## src/hw/swdt_pkg.sv

```systemverilog
`default_nettype none
package swdt_pkg;
  // ****************************************
  // bus and register map
  // ****************************************
  localparam int          ADDR_W      = 32;
  localparam int          DATA_W      = 32;
  localparam logic [31:0] OFS_MODE    = 32'hE000_0000;
  localparam logic [31:0] OFS_RELOAD  = 32'hE000_0004;
  localparam logic [31:0] OFS_FEED    = 32'hE000_0008;
  localparam logic [31:0] OFS_COUNT   = 32'hE000_000C;
  localparam logic [31:0] OFS_IRQ_STS = 32'hE000_0010;
  localparam logic [31:0] OFS_IRQ_EN  = 32'hE000_0014;
  localparam logic [31:0] OFS_IRQ_CLR = 32'hE000_0018;

  // ****************************************
  // mode register fields
  // ****************************************
  localparam int MODE_EN_BIT  = 0;
  localparam int MODE_RST_BIT = 1;
  localparam int MODE_TOF_BIT = 2;
  localparam int MODE_INT_BIT = 3;
  localparam int MODE_W       = 4;

  // ****************************************
  // reset values and constants
  // ****************************************
  localparam logic [31:0] RELOAD_RST  = 32'h0000_00FF;
  localparam logic [31:0] RELOAD_MIN  = 32'h0000_00FF;
  localparam logic [31:0] COUNT_RST   = 32'h0000_00FF;
  localparam logic [7:0]  FEED_FIRST  = 8'hAA;
  localparam logic [7:0]  FEED_SECOND = 8'h55;
  localparam int          PRESCALE_DIV = 4;

  // ****************************************
  // interrupt events
  // ****************************************
  localparam int          EVT_TIMEOUT  = 0;
  localparam int          EVT_FEED_ERR = 1;
  localparam int          EVT_W        = 2;
  localparam logic [1:0]  IRQ_EN_RST   = 2'h0;

  typedef enum logic [1:0] {
    SWDT_FEED_IDLE = 2'b01,
    SWDT_FEED_HALF = 2'b10
  } swdt_feed_e;
endpackage : swdt_pkg
`default_nettype wire

```

## src/hw/swdt_prescale.sv

```systemverilog
`timescale 1ns/1ps
`default_nettype none
module swdt_prescale #(
  parameter int DIV = swdt_pkg::PRESCALE_DIV
) (
  input  wire logic core_clk,
  input  wire logic reset,
  input  wire logic run,
  input  wire logic clr,
  output logic      tick
);
  import swdt_pkg::*;

  localparam int             CW   = (DIV < 2) ? 1 : $clog2(DIV);
  localparam logic [CW-1:0]  LAST = CW'(DIV - 1);

  if (DIV < 2) begin : g_bad_div
    $error("swdt_prescale: DIV must be at least 2");
  end

  logic [CW-1:0] cnt_r;
  logic [CW-1:0] cnt_nxt;

  // ****************************************
  // divide by DIV phase counter
  // ****************************************
  always_comb begin
    cnt_nxt = cnt_r;
    if (clr || !run || cnt_r == LAST) begin
      cnt_nxt = '0;
    end else begin
      cnt_nxt = cnt_r + CW'(1);
    end
  end

  always_ff @(posedge core_clk or posedge reset) begin
    if (reset) begin
      cnt_r <= '0;
    end else begin
      cnt_r <= cnt_nxt;
    end
  end

  assign tick = run && !clr && (cnt_r == LAST);

  a_tick_spacing: assert property (
    @(posedge core_clk) disable iff (reset) tick |=> !tick [*3])
    else $error("prescaler ticks closer than four clocks");
endmodule : swdt_prescale
`default_nettype wire

```

## src/hw/swdt_feed_seq.sv

```systemverilog
`timescale 1ns/1ps
`default_nettype none
module swdt_feed_seq (
  input  wire logic       core_clk,
  input  wire logic       reset,
  input  wire logic       acc,
  input  wire logic       feed_wr,
  input  wire logic [7:0] wbyte,
  output logic            feed_ok,
  output logic            feed_err
);
  import swdt_pkg::*;

  swdt_feed_e state_r;
  swdt_feed_e state_nxt;
  logic       ok_nxt;
  logic       err_nxt;

  // ****************************************
  // two byte feed sequence
  // ****************************************
  always_comb begin
    state_nxt = state_r;
    ok_nxt    = 1'b0;
    err_nxt   = 1'b0;
    case (state_r)
      SWDT_FEED_IDLE: begin
        if (acc && feed_wr) begin
          if (wbyte == FEED_FIRST) begin
            state_nxt = SWDT_FEED_HALF;
          end else begin
            err_nxt = 1'b1;
          end
        end
      end
      SWDT_FEED_HALF: begin
        if (acc) begin
          state_nxt = SWDT_FEED_IDLE;
          if (feed_wr && wbyte == FEED_SECOND) begin
            ok_nxt = 1'b1;
          end else begin
            err_nxt = 1'b1;
          end
        end
      end
      default: begin
        state_nxt = SWDT_FEED_IDLE;
      end
    endcase
  end

  always_ff @(posedge core_clk or posedge reset) begin
    if (reset) begin
      state_r  <= SWDT_FEED_IDLE;
      feed_ok  <= 1'b0;
      feed_err <= 1'b0;
    end else begin
      state_r  <= state_nxt;
      feed_ok  <= ok_nxt;
      feed_err <= err_nxt;
    end
  end

  a_bad_second: assert property (
    @(posedge core_clk) disable iff (reset)
    (state_r == SWDT_FEED_HALF && acc && !(feed_wr && wbyte == FEED_SECOND)) |=> feed_err && !feed_ok)
    else $error("wrong second feed access not flagged");
  a_good_pair: assert property (
    @(posedge core_clk) disable iff (reset)
    (state_r == SWDT_FEED_HALF && acc && feed_wr && wbyte == FEED_SECOND) |=> feed_ok && !feed_err)
    else $error("valid feed pair not accepted");
endmodule : swdt_feed_seq
`default_nettype wire

```

## src/hw/swdt_top.sv

```systemverilog
// What this block does
// - divide the clock by four to pace a 32-bit down-counter
// - counter drops by one on every prescaler pulse while above zero; a pulse at zero reloads it
// - reload values below FF are stored as FF
// - interval spans 256x4 to 2^32x4 clocks in steps of four
// - writing AA then 55 to the feed port reloads the counter
// - underflow with reset enabled resets the processor
// - timeout flag survives the watchdog reset; only software or an external reset clears it
// - software cannot disable a running watchdog
// - wrong or incomplete feed acts like an underflow
// - mode register reads back, writes only set control bits
// - reload register is read/write and resets to FF
// - live count reads back, resets to FF; feed port write-only
// - enable off idles; enable only interrupts; both also reset
// - after AA, any other mapped access triggers two clocks later
// - feed errors ignored until the first good feed after enable
// - interrupt flag set on timeout, cleared by any reset
`timescale 1ns/1ps
`default_nettype none
module swdt_top (
  input  wire logic                         core_clk,
  input  wire logic                         reset,
  input  wire logic                         psel,
  input  wire logic                         penable,
  input  wire logic                         pwrite,
  input  wire logic [swdt_pkg::ADDR_W-1:0]  paddr,
  input  wire logic [swdt_pkg::DATA_W-1:0]  pwdata,
  output logic      [swdt_pkg::DATA_W-1:0]  prdata,
  output logic                              pready,
  output logic                              pslverr,
  output logic                              irq,
  output logic                              chip_reset
);
  import swdt_pkg::*;

  // ****************************************
  // state
  // ****************************************
  logic              en_r,      en_nxt;
  logic              rst_en_r,  rst_en_nxt;
  logic              tof_r,     tof_nxt;
  logic              int_r,     int_nxt;
  logic              armed_r,   armed_nxt;
  logic [31:0]       reload_r,  reload_nxt;
  logic [31:0]       count_r,   count_nxt;
  logic [EVT_W-1:0]  sts_r,     sts_nxt;
  logic [EVT_W-1:0]  ien_r,     ien_nxt;
  logic              err_d2_r;
  logic              chip_reset_nxt;
  logic              irq_nxt;
  logic [31:0]       prdata_nxt;
  logic              pready_nxt;
  logic              pslverr_nxt;

  logic              acc;
  logic              wr;
  logic              mapped;
  logic              run;
  logic              tick;
  logic              feed_ok;
  logic              feed_err;
  logic              err_hit;
  logic              underflow;
  logic              trig;
  logic [EVT_W-1:0]  evt;

  // ****************************************
  // bus decode
  // ****************************************
  assign acc    = psel && penable && pready;
  assign wr     = acc && pwrite;
  assign mapped = (paddr == OFS_MODE)    || (paddr == OFS_RELOAD)  ||
                  (paddr == OFS_FEED)    || (paddr == OFS_COUNT)   ||
                  (paddr == OFS_IRQ_STS) || (paddr == OFS_IRQ_EN)  ||
                  (paddr == OFS_IRQ_CLR);

  // ****************************************
  // prescaler and feed checker
  // ****************************************
  assign run = en_r && armed_r;

  swdt_prescale #(
    .DIV (PRESCALE_DIV)
  ) u_prescale (
    .core_clk (core_clk),
    .reset    (reset),
    .run      (run),
    .clr      (feed_ok),
    .tick     (tick)
  );

  swdt_feed_seq u_feed (
    .core_clk (core_clk),
    .reset    (reset),
    .acc      (acc && mapped),
    .feed_wr  (pwrite && paddr == OFS_FEED),
    .wbyte    (pwdata[7:0]),
    .feed_ok  (feed_ok),
    .feed_err (feed_err)
  );

  // ****************************************
  // trigger logic
  // ****************************************
  assign err_hit   = feed_err && en_r && armed_r;
  assign underflow = run && tick && !feed_ok && (count_r == '0);
  assign trig      = en_r && (underflow || err_d2_r);
  assign evt       = {err_d2_r && en_r, underflow};

  // ****************************************
  // watchdog control next state
  // ****************************************
  always_comb begin
    en_nxt         = en_r;
    rst_en_nxt     = rst_en_r;
    tof_nxt        = tof_r;
    int_nxt        = int_r;
    armed_nxt      = armed_r;
    reload_nxt     = reload_r;
    count_nxt      = count_r;
    chip_reset_nxt = 1'b0;
    if (wr && paddr == OFS_MODE) begin
      en_nxt     = en_r | pwdata[MODE_EN_BIT];
      rst_en_nxt = rst_en_r | pwdata[MODE_RST_BIT];
      if (!pwdata[MODE_TOF_BIT]) begin
        tof_nxt = 1'b0;
      end
    end
    if (wr && paddr == OFS_RELOAD) begin
      reload_nxt = (pwdata < RELOAD_MIN) ? RELOAD_MIN : pwdata;
    end
    if (feed_ok) begin
      count_nxt = reload_r;
      if (en_r) begin
        armed_nxt = 1'b1;
      end
    end else if (run && tick) begin
      count_nxt = (count_r == '0) ? reload_r : count_r - 32'h0000_0001;
    end
    if (trig) begin
      tof_nxt   = 1'b1;
      en_nxt    = 1'b0;
      rst_en_nxt = 1'b0;
      armed_nxt = 1'b0;
      if (rst_en_r) begin
        chip_reset_nxt = 1'b1;
        int_nxt        = 1'b0;
        count_nxt      = reload_r;
      end else begin
        int_nxt = 1'b1;
      end
    end
  end

  always_ff @(posedge core_clk or posedge reset) begin
    if (reset) begin
      en_r       <= 1'b0;
      rst_en_r   <= 1'b0;
      tof_r      <= 1'b0;
      int_r      <= 1'b0;
      armed_r    <= 1'b0;
      reload_r   <= RELOAD_RST;
      count_r    <= COUNT_RST;
      err_d2_r   <= 1'b0;
      chip_reset <= 1'b0;
    end else begin
      en_r       <= en_nxt;
      rst_en_r   <= rst_en_nxt;
      tof_r      <= tof_nxt;
      int_r      <= int_nxt;
      armed_r    <= armed_nxt;
      reload_r   <= reload_nxt;
      count_r    <= count_nxt;
      err_d2_r   <= err_hit;
      chip_reset <= chip_reset_nxt;
    end
  end

  // ****************************************
  // interrupt status, enable, output
  // ****************************************
  always_comb begin
    ien_nxt = ien_r;
    sts_nxt = sts_r;
    if (wr && paddr == OFS_IRQ_EN) begin
      ien_nxt = pwdata[EVT_W-1:0];
    end
    if (wr && paddr == OFS_IRQ_CLR) begin
      sts_nxt = sts_r & ~pwdata[EVT_W-1:0];
    end
    sts_nxt = sts_nxt | evt;
    irq_nxt = |(sts_nxt & ien_nxt);
  end

  always_ff @(posedge core_clk or posedge reset) begin
    if (reset) begin
      sts_r <= '0;
      ien_r <= IRQ_EN_RST;
      irq   <= 1'b0;
    end else begin
      sts_r <= sts_nxt;
      ien_r <= ien_nxt;
      irq   <= irq_nxt;
    end
  end

  // ****************************************
  // bus answer, one wait state
  // ****************************************
  always_comb begin
    pready_nxt  = psel && penable && !pready;
    pslverr_nxt = 1'b0;
    prdata_nxt  = '0;
    if (pready_nxt) begin
      pslverr_nxt = !mapped;
      if (!pwrite) begin
        case (paddr)
          OFS_MODE:    prdata_nxt = {28'h0000000, int_r, tof_r, rst_en_r, en_r};
          OFS_RELOAD:  prdata_nxt = reload_r;
          OFS_COUNT:   prdata_nxt = count_r;
          OFS_IRQ_STS: prdata_nxt = {30'h00000000, sts_r};
          OFS_IRQ_EN:  prdata_nxt = {30'h00000000, ien_r};
          default:     prdata_nxt = '0;
        endcase
      end
    end
  end

  always_ff @(posedge core_clk or posedge reset) begin
    if (reset) begin
      pready  <= 1'b0;
      pslverr <= 1'b0;
      prdata  <= '0;
    end else begin
      pready  <= pready_nxt;
      pslverr <= pslverr_nxt;
      prdata  <= prdata_nxt;
    end
  end

  // ****************************************
  // checks
  // ****************************************
  a_reload_floor: assert property (
    @(posedge core_clk) disable iff (reset) reload_r >= RELOAD_MIN)
    else $error("reload value below floor");
  a_feed_reload: assert property (
    @(posedge core_clk) disable iff (reset) (feed_ok && !trig) |=> count_r == $past(reload_r))
    else $error("feed did not reload");
  a_count_step: assert property (
    @(posedge core_clk) disable iff (reset)
    (run && tick && !feed_ok && !trig && count_r != '0) |=> count_r == $past(count_r) - 32'h0000_0001)
    else $error("counter did not step by one");
  a_enable_sticks: assert property (
    @(posedge core_clk) disable iff (reset) (en_r && !trig) |=> en_r)
    else $error("enable cleared without timeout");
  a_err_two_clk: assert property (
    @(posedge core_clk) disable iff (reset) err_hit |=> trig ##1 tof_r)
    else $error("feed error did not trigger in time");
  a_unarmed_quiet: assert property (
    @(posedge core_clk) disable iff (reset) (!armed_r && !err_d2_r) |-> !trig)
    else $error("trigger before first feed");
  a_reset_mode: assert property (
    @(posedge core_clk) disable iff (reset) (trig && rst_en_r) |=> chip_reset && tof_r && !en_r && !int_r)
    else $error("reset mode action wrong");
  a_int_mode: assert property (
    @(posedge core_clk) disable iff (reset) (trig && !rst_en_r) |=> !chip_reset && int_r && tof_r)
    else $error("interrupt mode action wrong");
  a_tof_kept: assert property (
    @(posedge core_clk) disable iff (reset) (tof_r && !(wr && paddr == OFS_MODE)) |=> tof_r)
    else $error("timeout flag lost");
  a_idle_stop: assert property (
    @(posedge core_clk) disable iff (reset) (!en_r && !feed_ok) |=> $stable(count_r))
    else $error("counter moved while disabled");
  a_rst_pulse: assert property (
    @(posedge core_clk) disable iff (reset) chip_reset |=> !chip_reset)
    else $error("chip reset longer than one clock");
  a_int_kept: assert property (
    @(posedge core_clk) disable iff (reset) (int_r && !(trig && rst_en_r)) |=> int_r)
    else $error("interrupt flag lost");
  a_rst_en_sticks: assert property (
    @(posedge core_clk) disable iff (reset) (rst_en_r && !trig) |=> rst_en_r)
    else $error("reset enable cleared without timeout");
  a_feed_phase: assert property (
    @(posedge core_clk) disable iff (reset) feed_ok |=> !tick [*3] ##1 (tick || !run))
    else $error("prescaler phase not cleared by feed");
  a_underflow_flag: assert property (
    @(posedge core_clk) disable iff (reset) underflow |=> sts_r[EVT_TIMEOUT] && tof_r)
    else $error("underflow not flagged");
  a_sts_sticky: assert property (
    @(posedge core_clk) disable iff (reset) !(wr && paddr == OFS_IRQ_CLR) |=> (sts_r & $past(sts_r)) == $past(sts_r))
    else $error("status bit lost without clear");
  a_irq_level: assert property (
    @(posedge core_clk) disable iff (reset) irq == |(sts_r & ien_r))
    else $error("interrupt output disagrees with status");
  a_ready_pulse: assert property (
    @(posedge core_clk) disable iff (reset) pready |=> !pready)
    else $error("ready held longer than one clock");
  a_err_unmapped: assert property (
    @(posedge core_clk) disable iff (reset) pready |-> pslverr == !mapped)
    else $error("error response disagrees with address map");
endmodule : swdt_top
`default_nettype wire

```

## config.mk

```make
export PLATFORM = sky130hd
export DESIGN_NAME = swdt_top
export DESIGN_NICKNAME = d
export VERILOG_FILES = /design/src/hw/swdt_pkg.sv /design/src/hw/swdt_prescale.sv /design/src/hw/swdt_feed_seq.sv /design/src/hw/swdt_top.sv
export SDC_FILE = /design/constraint.sdc
export NUM_CORES = 1
export LEC_CHECK = 0
export ABC_AREA = 1
export BUFFER_PORTS_ARGS = -buffer_cell sky130_fd_sc_hd__buf_2
export CELL_PAD_IN_SITES_DETAIL_PLACEMENT = 0
export CELL_PAD_IN_SITES_GLOBAL_PLACEMENT = 1
export CORE_ASPECT_RATIO = 0.5
export CORE_MARGIN = 2
export CORE_UTILIZATION = 40
export CTS_CLUSTER_SIZE = 20
export DETAILED_ROUTE_END_ITERATION = 6
export GPL_TIMING_DRIVEN = 0
export PLACE_DENSITY = 0.9
export SYNTH_ARGS = -nofsm -noshare
export SYNTH_HDL_FRONTEND = slang
export SYNTH_SLANG_ARGS = --single-unit
export TNS_END_PERCENT = 10
```

## constraint.sdc

```tcl
create_clock -name core_clk -period 10 [get_ports core_clk]
set_input_delay 0.5 -clock core_clk [delete_from_list [all_inputs] [get_ports core_clk]]
set_output_delay 0.5 -clock core_clk [all_outputs]
set_load 0.05 [all_outputs]
```

==> flow_summary.yaml, run 1 <==
run_status:
  status: "completed"
layout:
  design_area_sq_um: 7560
  layout.nets: 967
  drive_gt1_frac: 0.243
  utilization: 0.514
  syn_to_final_growth_pct: 23.8
  fillCellCount: 1402
  num_antenna_cells: 0
logic_synthesis:
  yosysTopAreaCellShare: 0.406
  synth_area_leaders: "dfrtp_1 41%, nand2_1 11%, dfstp_2 7.3%"
  syn_inst: 770
  synth_most_common_cell: "nand2_1"
  seq_area_frac_synth: 0.479
  async_reset_ff_frac: 1.00
  synth_seq_cells: 116
  yosys.area.top_type: "dfrtp_1"
  syn_area_per_cell_sq_um: 7.93
  syn_nets: 843
  syn_area_sq_um: 6100
  yosysUniqueCellTypes: 46
  yosys_warnings: 0
  synthFlopType: "dfrtp_1"
  ys_top_cells_by_count: "187 x nand2_1, 99 x dfrtp_1, 99 x inv_1"
  synth_enable_flop_cells: 0
drt:
  ant_nets: 0
  vias: 5620
  wirelength_um: 16700
  viasPerCell: 5.09
  routedWlPerCell_um: 15.1
  drcViolationCount: 0
  dr.pass1.iters: 5
  initialDrtViolationCount: 453
setup_path:
  critPathMostFrequentCell: "nand2_4"
  worstPathRequired_ns: 10.30
  worst_path_largest_cell_delay_ns: 0.37
  cp-startpoint: "count_r[0]$_DFF_PP1_"
  reg2reg_from: "count_r[0]$_DFF_PP1_"
  critPathArrivalTime_ns: 2.71
  critPathCaptureType: "flop"
  start_kind: "flop"
  crit_slowest_cell: "dfstp_2"
  rr_worst_depth: 14
  criticalPathCategory: "reg2reg"
  path_cells: "inv_1 -> ha_1 -> nand3_2 -> nor2_2 -> nand2_2 -> nor2_8 -> nand4_4 -> nand2_4 -> nand2_4 -> clkinv_2 -> nor2_4 -> buf_6 -> o21ai_1 -> nand2_1"
  crit_path_max_fanout: 10
placement:
  place_congestion: 0.906
  postPlaceCellArea_sq_um: 6910
  port-buffer-count: 104
  hpwl_um: 12400
sta:
  maxSlewHeadroom: 0.483
  finalSetupViolCount: 0
  finalMaxSlewViolations: 0
  rsz0062_at_grt: "no"
  finalCriticalPeriod_ns: 2.42
  timing.fmax_mhz: 414
  finalCritPeriodShare: 0.242
  final.setup_skew_ns: 0.0105
  hold_viol_final: 0
  worst_pin_slew_ns: 0.769
  fin_setup_tns_ns: 0
clocking:
  ctsHoldBuffers: 0
  cts_sinks: 116
  clkSlewWorstSetupHoldPaths_ns: 0.06
  cts-root-buf: "clkbuf_16"
  cts_buffers: 17
  h-tree-depth: 4
  insertion_delay_ns: 0.42
  clockBufferDepth: 2
  cts_tree: "done"
  post_cts_resized: 0
  postCtsSetupBuffers: 0
global_route:
  overflow: 0
  grt_usage: 0.218
  grt_pass1_vias: 5487
  grt_pass1_wl_um: 27300
  antenna_found_initial: 1
  grt_max_degree: 60
power:
  p_leak_nw: 3.93
  power.density_nw_per_um2: 157
  ir_drop_uv: 115
floorplan:
  io_pins: 105
  start_util: 0.415
  core-area_sq_um: 14700
  die_w_um: 179
  num_rows: 31
  die-area_sq_um: 16300
  die_h_um: 91.4
min_path:
  hold_class: "in2async"
run:
  maxCapViolCount: 0
metrics by stage:
stage | std cells | power, mW | hold slack, ns | worst slack (ns)
finish | 1105 | 1.18 | 0.128 | 7.58
floorplan | 770 | 0.494 | 0.409 | 6.46
detailed placement | 1073 | 0.516 | 0.433 | 7.51
global route | 1105 | 1.22 | 0.185 | 7.43
global placement | 1072 | 0.514 | 0.421 | 5.13
CTS | 1105 | 1.19 | 0.149 | 7.63
cells by family after synthesis:
family | after synthesis | synth area share
buf+inv | 128 | 0.0873
xor+xnor | 13 | 0.0187
compound gates | 144 | 0.133
simple gates | 365 | 0.274
flops | 116 | 0.479
fa+ha+maj | 4 | 0.00820
report_power, final:
group	total, mW	internal (mW)	leakage (nW)	switching, mW
sequential	0.471	0.470	1.43	0.000328
combinational	0.0367	0.0136	2.20	0.0230
clock	0.676	0.443	0.306	0.232
placed cells by master (no fill, tap or decap), types with 3 or more instances in the layout:
master	count
inv_6	3
clkinv_4	3
nor4_1	8
inv_1	98
dfstp_2	17
xor2_1	10
xnor2_1	3
clkinvlp_4	4
a21oi_2	3
dfrtp_1	99
nor2_2	5
o21ai_0	48
inv_2	7
o21ai_1	4
clkbuf_16	17
ha_1	4
buf_2	116
a21oi_1	64
nand2_1	187
o21ai_2	10
nor2_1	81
nand4_1	14
bufinv_16	5
clkbuf_1	3
buf_6	4
nor2_4	4
nand3_1	25
nor3_1	25
o22ai_1	4
final timing paths:
path	endpoint	slack [ns]
max	count_r[27]$_DFF_PP0_	7.58
min	prdata[30]$_DFF_PP0_	0.13
max reg2reg	count_r[27]$_DFF_PP0_	7.58
min reg2reg	u_prescale.cnt_r[0]$_DFF_PP0_	0.44
max in group asynchronous	u_feed.state_r[0]$_DFFE_PP1P_	9.12
min in group core_clk	reload_r[30]$_DFFE_PP0P_	0.30
worst max-delay path, delay by kind of cell (launching register included):
family	cells	cell delay [ns]
buf+inv	3	0.39
fa+ha+maj	1	0.23
flops	1	0.37
simple gates	9	1.22
compound gates	1	0.09
layout make-up:
| type | instances | area (sq um) | share of cell area |
|---|---|---|---|
| Tap cell | 198 | 248 | 0.0328 |
| Multi-Input combinational cell | 526 | 2650 | 0.350 |
| Buffer | 20 | 124 | 0.0164 |
| Clock buffer | 17 | 425 | 0.0563 |
| Sequential cell | 116 | 2920 | 0.387 |
| Timing Repair Buffer | 105 | 548 | 0.0725 |
| Inverter | 108 | 414 | 0.0548 |
| Clock inverter | 15 | 229 | 0.0303 |
layer usage:
metal  vias to the layer above  track usage  routed length, um
met4                         0       0.0738                346
met3                        33       0.0452               1040
met5                         -            0                  0
met2                       185        0.330               7260
met1                      2655        0.312               8100
li1                       2747            -                  -
sequential cells by signal, indices dropped and copies added, names as in the netlist, 2 cells and up:
register	cells
u_prescale.cnt_r	2
reload_r	32
u_feed.state_r	2
prdata	32
sts_r	2
ien_r	2
count_r	32
No activity file was read; power rests on OpenSTA's default activity.
==> run 2: changes to the inputs <==
- clock period: 10 -> 2.5 ns (I/O delays scaled with it)
==> run 2 against run 1 <==
Compared with the run above: setup slack worse by 7.4 ns; non-clock buffer count up 31; clock power rose to 3.8 times the previous value.
==> flow_summary.yaml, run 2 (same netlist as run 1, synthesis figures left out) <==
run_status:
  status: "completed"
layout:
  fillCellCount: 1354
  multi_input_area_sq_um: 2660
  layout.nets: 998
  reg.largest.list: "count_r: 32 flops, prdata: 32 flops, reload_r: 32 flops"
  final_common_cell: "nand2_1"
  drive_gt1_frac: 0.233
  utilization: 0.534
  final_cell_mix: "187 x nand2_1, 116 x buf_2, 99 x dfrtp_1"
  num_antenna_cells: 0
  syn_to_final_growth_pct: 28.5
  seqCellArea_sq_um: 2920
sta:
  maxSlewHeadroom: 0.481
  worst_pin_slew_ns: 0.773
  timing.fmax_mhz: 432
  finalSetupViolCount: 0
  finalCritPeriodShare: 0.926
  hold_viol_final: 0
  finalCriticalPeriod_ns: 2.31
  fin_setup_tns_ns: 0
  finalMaxSlewViolations: 0
  rsz0062_at_grt: "no"
  fin_ws_ns: 0.185
  whs_ns: 0.0211
  final.setup_skew_ns: 0.00966
clocking:
  h-tree-depth: 4
  cts_buffers: 17
  clockBufferDepth: 2
  cts_tree: "done"
  insertion_delay_ns: 0.41
  cts-root-buf: "clkbuf_16"
  cts_sinks: 116
  clkSlewWorstSetupHoldPaths_ns: 0.05
setup_path:
  cp-startpoint: "count_r[0]$_DFF_PP1_"
  critPathCaptureType: "flop"
  regToRegSetupSlack_ns: 0.19
  worstPathRequired_ns: 2.79
  rr_worst_depth: 14
  start_kind: "flop"
  rr_endpoint: "count_r[27]$_DFF_PP0_"
  criticalPathCategory: "reg2reg"
  reg2reg_from: "count_r[0]$_DFF_PP1_"
  crit_path_max_fanout: 10
  critPathArrivalTime_ns: 2.60
run:
  maxCapViolCount: 0
placement:
  port-buffer-count: 104
  place_congestion: 0.901
  hpwl_um: 12400
  place_ws_ns: 0.132
global_route:
  grt_max_degree: 44
  antenna_found_initial: 0
  grt_pass1_vias: 5570
  overflow: 0
  grt_usage: 0.220
  grt_pass1_wl_um: 27800
drt:
  initialDrtViolationCount: 395
  drcViolationCount: 0
  wirelength_um: 16900
  ant_nets: 0
  vias: 5764
  routedWlPerCell_um: 14.9
  dr.pass1.iters: 5
  viasPerCell: 5.07
floorplan:
  die_w_um: 179
  num_rows: 31
  start_util: 0.415
  die-area_sq_um: 16300
  core-area_sq_um: 14700
  die_h_um: 91.4
  io_pins: 105
min_path:
  hold-path-cell-count: 3
  hold_path_end: "rst_en_r$_DFFE_PP0P_"
  hold_class: "in2reg"
  hold_start: "pwdata[1]"
power:
  power.density_nw_per_um2: 589
  totalPowerFinal_mw: 4.62
  p_leak_nw: 4.06
  ir_drop_uv: 497
## run 2: where the power goes
group	internal, mW	leakage, nW	total, mW	switching (mW)
Clock	1.72	0.301	2.55	0.833
Sequential	1.88	1.43	1.88	0.00108
Combinational	0.0859	2.33	0.185	0.0992
Total	3.68	4.06	4.62	0.933
## run 2: area by class of cell
cell class	count	share of cell area
clock buffer	23	0.0596
tap	198	0.0316
buffer	20	0.0158
clock inverter	9	0.0193
inverter	108	0.0526
multi-input combinational	526	0.339
sequential	116	0.373
timing repair buffer	136	0.109
## run 2: worst max-delay path, cell delays in order (launching register included)
cell      delay, ns
dfstp_2        0.37
inv_1          0.14
ha_2           0.24
nand3_2        0.14
nor2_4         0.17
nand2_4        0.10
nor2_8         0.16
nand4_4        0.18
nand2_4        0.15
nand2_4        0.07
clkinv_2       0.10
nor2_4         0.07
buf_6          0.16
o21ai_1        0.08
nand2_1        0.06
## run 2: worst max path at each step
| stage | end | cells after the start |
|---|---|---|
| final | count_r[27]$_DFF_PP0_ | 14 |
| after detailed placement | count_r[8]$_DFF_PP0_ | 14 |
| after global routing | reload_r[0]$_DFFE_PP1P_ | 7 |
| after global placement | count_r[27]$_DFF_PP0_ | 14 |
| after floorplan | reload_r[18]$_DFFE_PP0P_ | 10 |
| after CTS | count_r[27]$_DFF_PP0_ | 14 |
## run 2: routing by layer
metal,GRT usage,vias to the layer above,wire length (um)
met4,0.0772,0,259
met2,0.340,201,7570
li1,-,2814,-
met3,0.0494,28,1160
met5,0,-,0
met1,0.305,2721,7950
## run 2: what timing repair did
item                                    CTS  global route
endpoints found under the hold margin    59             0
endpoints found under the setup margin    0            12
hold buffers                             29             0
resized for setup                         0             3
buffers inserted                          0             1
## run 2: metrics by stage
stage,instances,instance area (sq um)
after floorplan,770,6110
after global placement,1072,6880
after detailed placement,1074,6920
after CTS,1135,7830
after global routing,1136,7850
final,1136,7850
==> run 3: changes to the inputs <==
- CORE_MARGIN: 2 -> 5
- SYNTH_HIERARCHICAL: not set -> 1
==> run 3 against run 2 <==
Compared with the run above: register-to-register slack gained 0.06 ns; largest cell class is now multi-input gates; wire length is 49% higher; total power up 7.3%; setup slack better by 0.057 ns; fmax grew 2.5%; highest routed layer unchanged; non-clock buffer count rose by 18; via count increased by 33%; synthesized cell count rose by 42%; die area up 34%.
==> flow_summary.yaml, run 3 <==
placement:
  place_congestion: 0.979
  place_ws_ns: 0.257
  hpwl_um: 19200
  place_inst: 1457
  port-buffer-count: 103
sta:
  maxSlewHeadroom: 0.449
  finalMaxSlewViolations: 0
  whs_ns: 0.0367
  timing.fmax_mhz: 443
  fin_ws_ns: 0.243
  fin_setup_tns_ns: 0
  worst_pin_slew_ns: 0.820
  hold_viol_final: 0
  rsz0062_at_grt: "no"
  final.setup_skew_ns: 0.0159
  finalCritPeriodShare: 0.903
  finalCriticalPeriod_ns: 2.26
  finalSetupViolCount: 0
layout:
  multi_input_area_sq_um: 3660
  fillCellCount: 1850
  seqCellArea_sq_um: 2920
  instances_no_fill: 1516
  reg.largest.list: "count_r: 32 flops, prdata: 32 flops, reload_r: 32 flops"
  num_antenna_cells: 0
  final_common_cell: "nand2_1"
  drive_gt1_frac: 0.207
  layout.nets: 1318
  syn_to_final_growth_pct: 24.5
  final_cell_mix: "267 x nand2_1, 177 x inv_1, 137 x nor2_1"
power:
  p_leak_nw: 5.18
  pwr-share-seq: 0.380
  power.density_nw_per_um2: 527
  switchingPower_mw: 1.04
  totalPowerFinal_mw: 4.95
  switching_share: 0.209
  combPwrFrac: 0.042
  internal-power_mw: 3.92
  ir_drop_uv: 386
  clkPwrFrac: 0.577
setup_path:
  critPathCaptureType: "flop"
  criticalPathCategory: "reg2reg"
  crit_family: "simple AND/OR/NAND/NOR gates"
  cp.buffers_inverters: 1
  start_kind: "flop"
  worstPathRequired_ns: 2.81
  crit_slowest_cell: "nor2_1"
  path_cells: "nor2_1 -> nand2_1 -> nor2_1 -> nand2_1 -> inv_1 -> nand2_1 -> nand3_1 -> nand3_1 -> nand3_1 -> nand2_1"
  worst_path_largest_cell_delay_ns: 0.49
  crit_path_max_fanout: 6
  critPathArrivalTime_ns: 2.57
  critPathMostFrequentCell: "nand2_1"
logic_synthesis:
  synth_most_common_cell: "nand2_1"
  synthFlopType: "dfrtp_1"
  syn_area_per_cell_sq_um: 6.92
  synth_seq_cells: 116
  yosys.area.top_type: "dfrtp_1"
  synth_enable_flop_cells: 0
  yosysUniqueCellTypes: 39
  async_reset_ff_frac: 1.00
  yosys_warnings: 6
  syn_nets: 1166
  syn_area_sq_um: 7550
  ys_top_cells_by_count: "267 x nand2_1, 178 x inv_1, 137 x nor2_1"
  synth_area_leaders: "dfrtp_1 33%, nand2_1 13%, inv_1 8.8%"
  yosysTopAreaCellShare: 0.328
  seq_area_frac_synth: 0.387
  syn_inst: 1092
clocking:
  clockBufferDepth: 2
  cts_tree: "done"
  clkSlewWorstSetupHoldPaths_ns: 0.06
  cts_buffers: 17
  cts-root-buf: "clkbuf_16"
  cts_sinks: 116
  insertion_delay_ns: 0.42
  h-tree-depth: 4
run_status:
  status: "completed"
global_route:
  grt.busiest_layer: "met2"
  grt_pass1_wl_um: 40200
  antenna_found_initial: 0
  met1_usage: 0.337
  grt_pass1_vias: 7493
  grt_usage: 0.236
  grt_use_met3: 0.0526
  gr-usage-met2: 0.369
  overflow: 0
  grt_max_degree: 40
floorplan:
  core-area_sq_um: 18500
  die-area_sq_um: 21900
  io_pins: 105
  start_util: 0.409
  num_rows: 35
  die_w_um: 204
  die_h_um: 107
drt:
  drcViolationCount: 0
  ant_nets: 0
  vias: 7691
  viasPerCell: 5.07
  wirelength_um: 25300
  dr.pass1.iters: 5
  routedWlPerCell_um: 16.7
  initialDrtViolationCount: 672
min_path:
  hold_class: "in2reg"
run:
  maxCapViolCount: 0
[run 3: cells by family (layout without fill, tap and decap cells)]
| logic type | after synthesis | after routing | share of synthesized area |
|---|---|---|---|
| buf+inv | 223 | 388 | 0.129 |
| fa+ha+maj | 5 | 5 | 0.00828 |
| compound gates | 134 | 134 | 0.0927 |
| flops | 116 | 116 | 0.387 |
| simple gates | 607 | 607 | 0.375 |
| xor+xnor | 7 | 7 | 0.00812 |
[run 3: what timing repair did]
| item | 4_1_cts | 5_1_grt |
|---|---|---|
| setup endpoints to repair | 0 | 0 |
| endpoints found under the hold margin | 100 | 0 |
| gates resized for setup | 0 | 0 |
| setup buffers | 0 | 0 |
| hold buffers | 27 | 0 |
[run 3: worst paths after layout]
kind | startpoint | endpoint | slack, ns | cells after the start
min in group asynchronous | reset | u_prescale/cnt_r[1]$_DFF_PP0_ | 0.13 | 3
setup reg to reg | count_r[8]$_DFF_PP0_ | count_r[15]$_DFF_PP0_ | 0.24 | 10
setup / recovery | count_r[8]$_DFF_PP0_ | count_r[15]$_DFF_PP0_ | 0.24 | 10
hold reg to reg | u_prescale/cnt_r[0]$_DFF_PP0_ | u_prescale/cnt_r[0]$_DFF_PP0_ | 0.43 | 1
max in group asynchronous | reset | count_r[5]$_DFF_PP1_ | 1.56 | 5
hold / removal | pwdata[1] | reload_r[1]$_DFFE_PP1P_ | 0.04 | 3
[run 3: cell type report]
type	count	share of cell area
buffer	41	0.0305
clock inverter	10	0.0216
tap	259	0.0345
clock buffer	22	0.0504
sequential	116	0.311
timing repair buffer	133	0.0899
multi-input combinational	753	0.389
inverter	182	0.0733
[run 3: through the flow]
stage / util / instance area (sq um)
after floorplan: - / 7560
after global placement: 0.454 / 8400
after detailed placement: 0.458 / 8460
after CTS: 0.509 / 9410
after global routing: 0.509 / 9410
final: 0.509 / 9410
[run 3: power by group through the flow]
stage | clock network, mW | logic, mW | registers (mW)
2_1_floorplan | 0 | 0.0655 | 1.92
3_3_place_gp | 0 | 0.163 | 1.92
3_5_place_dp | 0 | 0.178 | 1.91
4_1_cts | 2.89 | 0.211 | 1.88
5_1_grt | 2.99 | 0.234 | 1.88
6_report | 2.86 | 0.210 | 1.88
[run 3: routing by layer]
layer  share of wire  up-vias
met2            0.44      281
met4           0.010        0
li1                -     3725
met1            0.47     3660
met5               0        -
met3           0.076       25
[run 3: worst reg2reg max path, stage by stage, from the launching register on]
cell and delay, ns:
dfrtp_1 0.43, nor2_1 0.49, nand2_1 0.15, nor2_1 0.29
nand2_1 0.20, inv_1 0.21, nand2_1 0.08, nand3_1 0.08
nand3_1 0.07, nand3_1 0.09, nand2_1 0.05
